[src/bus_master_pkg.sv]
package bus_master_pkg;

	localparam int CLK_MHZ = 50;

	// bus-side times; the handshake itself has no clock
	localparam int T_ADDR_SETUP_NS = 40;
	localparam int T_AS_TO_DS_NS = 20;
	localparam int T_DS_GAP_NS = 40;
	localparam int T_AS_HIGH_NS = 40;
	localparam int T_TIMEOUT_NS = 64000;

	function automatic logic [15:0] ns_to_cycles(input int ns);
		int c;
		c = (ns * CLK_MHZ + 999) / 1000;
		if (c < 1)
		begin
			c = 1;
		end
		return c[15:0];
	endfunction : ns_to_cycles

	localparam logic [15:0] ADDR_SETUP_CYC = ns_to_cycles(T_ADDR_SETUP_NS);
	localparam logic [15:0] AS_TO_DS_CYC = ns_to_cycles(T_AS_TO_DS_NS);
	localparam logic [15:0] DS_GAP_CYC = ns_to_cycles(T_DS_GAP_NS);
	localparam logic [15:0] AS_HIGH_CYC = ns_to_cycles(T_AS_HIGH_NS);
	localparam int TIMEOUT_CYC = (T_TIMEOUT_NS * CLK_MHZ + 999) / 1000;

	localparam logic [2:0] SYNC_RST = 3'h7;

	typedef enum logic [2:0] {
		S_IDLE = 3'h0,
		S_SETUP = 3'h1,
		S_DSWAIT = 3'h3,
		S_RESP = 3'h2,
		S_DSHIGH = 3'h6,
		S_RETRY = 3'h7,
		S_RELEASE = 3'h4
	} state_t;

	typedef enum logic [1:0] {
		RES_OK = 2'h0,
		RES_BUSERR = 2'h1,
		RES_RETRY = 2'h2,
		RES_TIMEOUT = 2'h3
	} result_t;

	typedef struct packed {
		logic write;
		logic rmw;
		logic iack;
		logic [5:0] am;
		logic [31:1] addr;
		logic lword;
		logic [31:0] wdata;
	} cmd_t;

	typedef struct packed {
		logic as_b;
		logic ds0_b;
		logic ds1_b;
		logic write_b;
		logic iack_b;
		logic lword_b;
		logic [5:0] am;
		logic [31:1] addr;
	} pins_t;

	localparam pins_t PINS_IDLE = '{
		as_b: 1'b1, ds0_b: 1'b1, ds1_b: 1'b1, write_b: 1'b1,
		iack_b: 1'b1, lword_b: 1'b1, am: 6'h00, addr: 31'h0
	};

endpackage : bus_master_pkg

[src/bus_master.sv]
`timescale 1ns/1ps
module bus_master #(
	parameter int TIMEOUT = bus_master_pkg::TIMEOUT_CYC
) (
	input wire logic i_clk,
	input wire logic i_rst_b,
	input wire logic i_req,
	input wire bus_master_pkg::cmd_t i_cmd,
	output logic o_busy,
	output logic o_done,
	output bus_master_pkg::result_t o_result,
	output logic [31:0] o_rdata,
	output bus_master_pkg::pins_t o_pins,
	output logic o_ctl_oe,
	output logic o_adr_oe,
	output logic [31:0] o_data,
	output logic o_data_oe,
	input wire logic [31:0] i_data,
	input wire logic i_dtack_b,
	input wire logic i_berr_b,
	input wire logic i_retry_b
);
	typedef struct packed {
		bus_master_pkg::state_t st;
		logic [15:0] cnt;
		logic rmw;
		logic phase2;
		logic [31:0] wdata;
		bus_master_pkg::pins_t pins;
		logic ctl_oe;
		logic adr_oe;
		logic [31:0] data;
		logic data_oe;
		logic busy;
		logic done;
		bus_master_pkg::result_t result;
		logic [31:0] rdata;
	} regs_t;

	localparam logic [15:0] TO_CYC = 16'(TIMEOUT);

	regs_t r;
	regs_t next_r;
	logic [2:0] resp_b;
	logic [31:0] data_s;
	logic dtack_lo;
	logic berr_lo;
	logic retry_lo;

	pin_sync #(.W(3), .RST(bus_master_pkg::SYNC_RST)) u_resp_sync (
		.i_clk(i_clk),
		.i_rst_b(i_rst_b),
		.i_d({i_retry_b, i_berr_b, i_dtack_b}),
		.o_q(resp_b)
	);

	// data lines settle before acknowledge, so they agree by the time it lands
	pin_sync #(.W(32), .RST(32'h0)) u_data_sync (
		.i_clk(i_clk),
		.i_rst_b(i_rst_b),
		.i_d(i_data),
		.o_q(data_s)
	);

	assign dtack_lo = !resp_b[0];
	assign berr_lo = !resp_b[1];
	assign retry_lo = !resp_b[2];

	always_comb
	begin
		next_r = r;
		next_r.done = 1'b0;
		if (r.cnt != 16'h0)
		begin
			next_r.cnt = r.cnt - 16'h1;
		end
		case (r.st)
			bus_master_pkg::S_IDLE:
			begin
				if (i_req)
				begin
					next_r.busy = 1'b1;
					next_r.rmw = i_cmd.rmw;
					next_r.phase2 = 1'b0;
					next_r.wdata = i_cmd.wdata;
					next_r.pins.write_b = !(i_cmd.write && !i_cmd.rmw);
					next_r.pins.iack_b = !i_cmd.iack;
					next_r.pins.lword_b = !i_cmd.lword;
					next_r.pins.am = i_cmd.am;
					next_r.pins.addr = i_cmd.addr;
					next_r.ctl_oe = 1'b1;
					next_r.adr_oe = 1'b1;
					next_r.data = i_cmd.wdata;
					next_r.data_oe = i_cmd.write && !i_cmd.rmw;
					next_r.cnt = bus_master_pkg::ADDR_SETUP_CYC;
					next_r.st = bus_master_pkg::S_SETUP;
				end
			end
			bus_master_pkg::S_SETUP:
			begin
				if (r.cnt == 16'h0)
				begin
					next_r.pins.as_b = 1'b0;
					next_r.cnt = bus_master_pkg::AS_TO_DS_CYC;
					next_r.st = bus_master_pkg::S_DSWAIT;
				end
			end
			bus_master_pkg::S_DSWAIT:
			begin
				if (r.cnt == 16'h0)
				begin
					next_r.pins.ds0_b = 1'b0;
					next_r.pins.ds1_b = 1'b0;
					next_r.cnt = TO_CYC;
					next_r.st = bus_master_pkg::S_RESP;
				end
			end
			bus_master_pkg::S_RESP:
			begin
				// strobes and write data stay put until a response or the TO_CYC time-out
				if (dtack_lo || berr_lo)
				begin
					if (r.pins.write_b && dtack_lo)
					begin
						next_r.rdata = data_s;
					end
					next_r.result = berr_lo ? bus_master_pkg::RES_BUSERR
						: bus_master_pkg::RES_OK;
					next_r.pins.ds0_b = 1'b1;
					next_r.pins.ds1_b = 1'b1;
					next_r.st = bus_master_pkg::S_DSHIGH;
				end
				else if (retry_lo)
				begin
					// answering retry at once; a slow master would force
					next_r.result = bus_master_pkg::RES_RETRY;
					next_r.pins.ds0_b = 1'b1;
					next_r.pins.ds1_b = 1'b1;
					next_r.st = bus_master_pkg::S_RETRY;
				end
				else if (r.cnt == 16'h0)
				begin
					// no bus timer answered: abandon rather than hang
					next_r.result = bus_master_pkg::RES_TIMEOUT;
					next_r.pins.ds0_b = 1'b1;
					next_r.pins.ds1_b = 1'b1;
					next_r.st = bus_master_pkg::S_DSHIGH;
				end
			end
			bus_master_pkg::S_DSHIGH:
			begin
				// direction, modifiers and address strobe wait for the slave
				if (!dtack_lo && !berr_lo)
				begin
					if (r.rmw && !r.phase2 && r.result == bus_master_pkg::RES_OK)
					begin
						// address stays driven into the write half
						next_r.phase2 = 1'b1;
						next_r.pins.write_b = 1'b0;
						next_r.data = r.wdata;
						next_r.data_oe = 1'b1;
						next_r.cnt = bus_master_pkg::DS_GAP_CYC;
						next_r.st = bus_master_pkg::S_DSWAIT;
					end
					else
					begin
						next_r.pins.as_b = 1'b1;
						next_r.data_oe = 1'b0;
						next_r.adr_oe = 1'b0;
						next_r.cnt = bus_master_pkg::AS_HIGH_CYC;
						next_r.st = bus_master_pkg::S_RELEASE;
					end
				end
			end
			bus_master_pkg::S_RETRY:
			begin
				// strobe, modifiers and address held until retry rises
				if (!retry_lo)
				begin
					next_r.pins.as_b = 1'b1;
					next_r.data_oe = 1'b0;
					next_r.adr_oe = 1'b0;
					next_r.cnt = bus_master_pkg::AS_HIGH_CYC;
					next_r.st = bus_master_pkg::S_RELEASE;
				end
			end
			bus_master_pkg::S_RELEASE:
			begin
				if (r.cnt == 16'h0)
				begin
					next_r.ctl_oe = 1'b0;
					next_r.pins = bus_master_pkg::PINS_IDLE;
					next_r.busy = 1'b0;
					next_r.done = 1'b1;
					next_r.st = bus_master_pkg::S_IDLE;
				end
			end
			default:
			begin
				next_r.st = bus_master_pkg::S_IDLE;
			end
		endcase
	end

	always_ff @(posedge i_clk or negedge i_rst_b)
	begin
		if (!i_rst_b)
		begin
			r <= '{
				st: bus_master_pkg::S_IDLE, cnt: 16'h0, rmw: 1'b0, phase2: 1'b0,
				wdata: 32'h0, pins: bus_master_pkg::PINS_IDLE, ctl_oe: 1'b0,
				adr_oe: 1'b0, data: 32'h0, data_oe: 1'b0, busy: 1'b0, done: 1'b0,
				result: bus_master_pkg::RES_OK, rdata: 32'h0
			};
		end
		else
		begin
			r <= next_r;
		end
	end

	assign o_busy = r.busy;
	assign o_done = r.done;
	assign o_result = r.result;
	assign o_rdata = r.rdata;
	assign o_pins = r.pins;
	assign o_ctl_oe = r.ctl_oe;
	assign o_adr_oe = r.adr_oe;
	assign o_data = r.data;
	assign o_data_oe = r.data_oe;
endmodule : bus_master

[src/pin_sync.sv]
`timescale 1ns/1ps
module pin_sync #(
	parameter int W = 1,
	parameter logic [W-1:0] RST = '0
) (
	input wire logic i_clk,
	input wire logic i_rst_b,
	input wire logic [W-1:0] i_d,
	output logic [W-1:0] o_q
);
	logic [W-1:0] s1;
	logic [W-1:0] s2;
	logic [W-1:0] s3;

	// s1 feeds only s2; a change is taken once s2 and s3 agree
	always_ff @(posedge i_clk or negedge i_rst_b)
	begin
		if (!i_rst_b)
		begin
			s1 <= RST;
			s2 <= RST;
			s3 <= RST;
			o_q <= RST;
		end
		else
		begin
			s1 <= i_d;
			s2 <= s1;
			s3 <= s2;
			for (int i = 0; i < W; i++)
			begin
				if (s2[i] == s3[i])
				begin
					o_q[i] <= s3[i];
				end
			end
		end
	end
endmodule : pin_sync

[config.mk]
export PLATFORM = sky130hd
export DESIGN_NAME = bus_master
export DESIGN_NICKNAME = d
export VERILOG_FILES = /design/src/bus_master_pkg.sv /design/src/bus_master.sv /design/src/pin_sync.sv
export SDC_FILE = /design/constraint.sdc
export NUM_CORES = 1
export LEC_CHECK = 0
export BUFFER_PORTS_ARGS = -buffer_cell sky130_fd_sc_hd__buf_2
export CAP_MARGIN = 20
export CORE_MARGIN = 4
export CORE_UTILIZATION = 50
export CTS_CLUSTER_DIAMETER = 120
export CTS_CLUSTER_SIZE = 25
export DETAILED_ROUTE_END_ITERATION = 16
export GPL_TIMING_DRIVEN = 0
export MAX_ROUTING_LAYER = met4
export PLACE_DENSITY = 0.77
export SETUP_SLACK_MARGIN = 0.15
export SYNTH_ARGS = -nofsm -noshare
export SYNTH_HDL_FRONTEND = slang
export SYNTH_SLANG_ARGS = --single-unit
[constraint.sdc]
create_clock -name i_clk -period 4.4 [get_ports i_clk]
set_input_delay 0.66 -clock i_clk [delete_from_list [all_inputs] [get_ports i_clk]]
set_output_delay 0.66 -clock i_clk [all_outputs]
set_load 0.03 [all_outputs]
# Word level (Yosys, flattened, before mapping)
# Index checks and enable logic that the tools add are counted.
# totals
register_bits,307
in_bits,111
output_inout_bits,114
wordCells,194
# op_classes
addsub,1
n_eq_ne,51
mux,46
n_reduce_logical,34
# op_table
operator,n
19-bit 2-to-1 mux,5
16-bit one-hot mux with 5 select lines,1
40-bit one-hot mux with 2 select lines,1
76-bit 2-to-1 mux,1
32-bit one-hot mux with 2 select lines,1
53-bit 2-to-1 mux,1
44-bit 2-to-1 mux,1
1-bit equality test,35
34-bit 2-to-1 mux,1
32-bit 2-to-1 mux,1
3-bit one-hot mux with 7 select lines,1
16-bit logical NOT,1
16-bit 2-to-1 mux,1
16-bit nonzero test,1
"16-bit by 1-bit subtractor with 16-bit output, second input constant",1
2-bit 2-to-1 mux,7
"2-bit inequality test, second input constant",7
1-bit 2-to-1 mux,13
3-bit 2-to-1 mux,4
4-bit AND reduction,3
5-bit AND reduction,2
"3-bit equality test, second input constant",3
1-bit one-hot mux with 3 select lines,3
3-bit nonzero test,3
other kinds (19),34

# Depth between registers and ports, before layout
# depth
word_depth,6
depth_mapped,9
mapped_depth_nobuf,9

# Hierarchy
# From an unflattened synthesis, not the netlist that was laid out.
# hier_totals
cells_unflattened,919
hier_area_um2,11835.1
# modules_own_cells
mod,instances,cells_each,area_per_inst_um2
bus_master,1,744,7922.6
pin_sync (u_data_sync),1,160,3563.4
pin_sync (u_resp_sync),1,15,349.1

# Worst setup path before layout
# No wires, ideal clock.
# synth_timing
kind,register to register
start,reg r[148] (netlist name)
end,reg r[148] (netlist name)
setup_ns,0.083
t_arrival_ns,1.917
required_time_ns,4.317
path_slack_ns,2.400
path_stages_with_launch,9
synth_period_minus_slack_ns,2.000
path_cell_list,dfrtp_1 -> inv_1 -> ha_1 -> nor4b_1 -> nand4_2 -> ha_1 -> o21ai_0 -> a21oi_1 -> o21ai_0
# synth_lines
element,line_no,rtl
from (decl),bus_master.sv:42,regs_t r;
from (signal assigned),bus_master.sv:209,r <= '{
from (signal assigned),bus_master.sv:218,r <= next_r;

# Worst setup path after layout
# layout_timing
start,reg r[148] (netlist name)
end,"reg r, in the netlist o_pins[24]"
# layout_via
elab_chain_len,3
# layout_lines
element,line_no,rtl
16-bit logical NOT,bus_master.sv:189,if (r.cnt == 16'h0)
2-bit inequality test (no line),n/a,
3-bit AND reduction (no line),n/a,
# No other way between the ends.
# A chain may end at the register's enable or synchronous reset.

==> metrics.yaml <==
status: "complete, no violations"
p_leak_uw: 0.00679
first_pass_iters: 5
drc: 0
drive_gt1_share_pct: 40.9
syn-cell-area_mm2: 0.0120
netlist.area_leader.share_pct: 60.2
cts_setup_buffers: 0
cellPowerDensity_mw_per_mm2: 679
irDropWorstVdd_mv: 0.538
io-pin-count: 225
async_reset_ff_share_pct: 100
cap_violations: 0
syn_inst: 955
post-route-period-util_pct: 65.0
rows: 56
synth_warnings: 0
via_count: 7616
required_ns: 4.76
die_y_um: 163
cts_tree: "yes"
grt_pass1_vias: 7773
wl_met2_um: 11600
fill_cells: 1883
wl_met3_um: 1820
grt_setup_unrepaired: "false"
grt.total_usage_pct: 18.9
finalHoldViolCount: 0
avgRoutedWirePerCell_um: 16.0
r2r_cells: 7
start_kind: "register"
synth_top_area_cell: "dfrtp_1"
clk_latency_ns: 0.50
worstSetupStartpoint: "r[148]"
synth_nets: 1070
total_power_uw: 9550
clock_skew_ns: 0.0274
r2r_end: "o_pins[24]"
ys.flop_type: "dfrtp_1"
timing.rr.start: "r[148]"
ys_types: 58
arrival_ns: 3.23
die_w_um: 163
grt_pass1_wl_um: 39500
slew_headroom_pct: 35.0
synth_seq_area_share_pct: 63.9
setup_viol: 0
final_nets: 1314
start_util_pct: 50.9
worstSetupEndpointType: "register"
place_ws_ns: 1.48
path_class: "reg2reg"
dieArea_mm2: 0.0265
min_path_type: "in2async"
layout_min_cycle_time_ns: 2.86
synth_area_leaders: "dfrtp_1 60%, mux2_2 8.9%, buf_4 6.9%, nand2_1 6.0%, dfstp_2 3.7%"
place_congestion: 0.856
gr-total-overflow: 0
syn2layout_area_growth_pct: 17.3
layout_commonest_cell: "dfrtp_1"
ys_seq_elements: 305
numPortBuffers: 224
regToRegSetupSlack_ns: 1.54
top_layer_used: "met4"
syn_area_per_cell_um2: 12.5
synth_enable_flop_cells: 0
cts-resized-gates: 0
drt_iter0_drc: 433
hpwl_um: 17500
fmax_mhz: 349
clockBufferDepth: 3
htreeDepth: 1
core_area_mm2: 0.0235
wl_um: 24500
worstMarginPinSlew_ns: 0.972
viasPerCell: 4.97
cts_buffers: 16
clock_sinks: 305
hold_buffers: 0
worst_slack_ns: 1.54
drtAntennaViolNets: 0
met1_length_um: 10600
worstPathMaxFanout: 10
grt_max_degree: 125
clockRootBuffer: "clkbuf_16"
layout_common_cells: "288 x dfrtp_1, 233 x buf_2, 190 x nand2_1"
slew_violations: 0
antenna_found_initial: 4
clk_pin_slew_worst_paths_ns: 0.10
-- worst max path at each step --
stage | cells after the start | slack [ns] | to
finish | 7 | 1.54 | o_pins[24]
detailed placement | 7 | 1.48 | o_pins[24]
floorplan | 8 | 2.40 | r[148]
global route | 7 | 1.34 | o_pins[24]
CTS | 7 | 1.45 | o_pins[9]
global placement | 1 | -2.87 | o_data[16]
-- logic make-up after synthesis --
| family | after synthesis | synth area share [%] |
|---|---|---|
| xor gates and xnor gates | 1 | 0.0731 |
| muxes | 97 | 9.10 |
| DFF | 305 | 63.9 |
| buffers and inverters | 155 | 8.69 |
| and+or+nand+nor | 259 | 9.94 |
| adders and majority gates | 39 | 3.34 |
| AOI/OAI and AO/OA | 99 | 4.96 |
-- state kept, by name, summed over array words and instances, names as in the netlist, 32 cells and up --
name and flops:
o_rdata 32, u_data_sync.s2 32, u_data_sync.s1 32, u_data_sync.o_q 32
u_data_sync.s3 32, o_data 32, o_pins 42, r 53
-- cell usage after synthesis (2+ instances only) --
cell and count:
inv_1 9, ha_1 4, nand3_1 8, mux2_2 95, a21oi_1 17, a21o_1 3
and3b_1 2, or4_1 6, buf_2 10, nand3b_1 5, o31ai_1 4, clkbuf_2 3
dfstp_2 17, clkbuf_1 16, buf_1 2, nor3_1 2, maj3_1 35, a211o_1 3
o211ai_1 5, nor4_4 2, buf_4 110, nand2_1 190, buf_6 4, o21ai_0 51
a21oi_2 2, mux2i_1 2, and2_1 3, dfrtp_1 288, a31oi_1 2, nand4_1 3
o31a_1 2, a32oi_1 2, and3_1 2, nand2b_1 3, nor3b_1 2, nor2_1 12
or3_1 8
-- report_power, final --
group	switching, uW	internal (uW)	leakage, uW	total [uW]
Sequential	456	3580	0.00366	4040
Combinational	2260	1650	0.00290	3910
Clock	864	740	0.000231	1600
-- critical path, stage by stage, from the launching register on --
cell and delay, ns:
dfrtp_1 0.44, inv_1 0.15, ha_1 0.23, nor3b_1 0.32, nand4_1 0.25, nor2_1 0.82
clkbuf_2 0.38, o21ai_0 0.15
-- layer usage --
layer  vias to the layer above  GRT usage, %
met4                         0          3.62
li1                       3591             -
met5                         -             -
met3                        33          4.78
met2                       236          30.0
met1                      3756          25.2
-- layout make-up --
| cell class | count | area, um^2 | share of cell area (%) |
|---|---|---|---|
| flip-flops and latches | 305 | 7650 | 54.4 |
| multi-input cells | 495 | 3280 | 23.4 |
| repair buffers | 226 | 1190 | 8.44 |
| plain buffers | 145 | 1000 | 7.14 |
| clock buffers | 27 | 463 | 3.29 |
| well taps | 319 | 399 | 2.84 |
| inverters | 10 | 37.5 | 0.267 |
| clock inverters | 1 | 20.0 | 0.142 |
| diodes | 4 | 10.0 | 0.0712 |
-- through the flow --
stage	cell area (um^2)	utilization, %	setup TNS [ns]	instances	hold slack (ns)
2_1_floorplan	12000	-	0	955	0.331
3_3_place_gp	13500	57.3	-834.65	1498	0.332
3_5_place_dp	13600	57.6	0	1500	0.335
4_1_cts	14000	59.7	0	1528	0.106
5_1_grt	14100	59.7	0	1532	0.127
6_report	14100	59.7	0	1532	0.110
No activity file was read; power rests on OpenSTA's default activity.
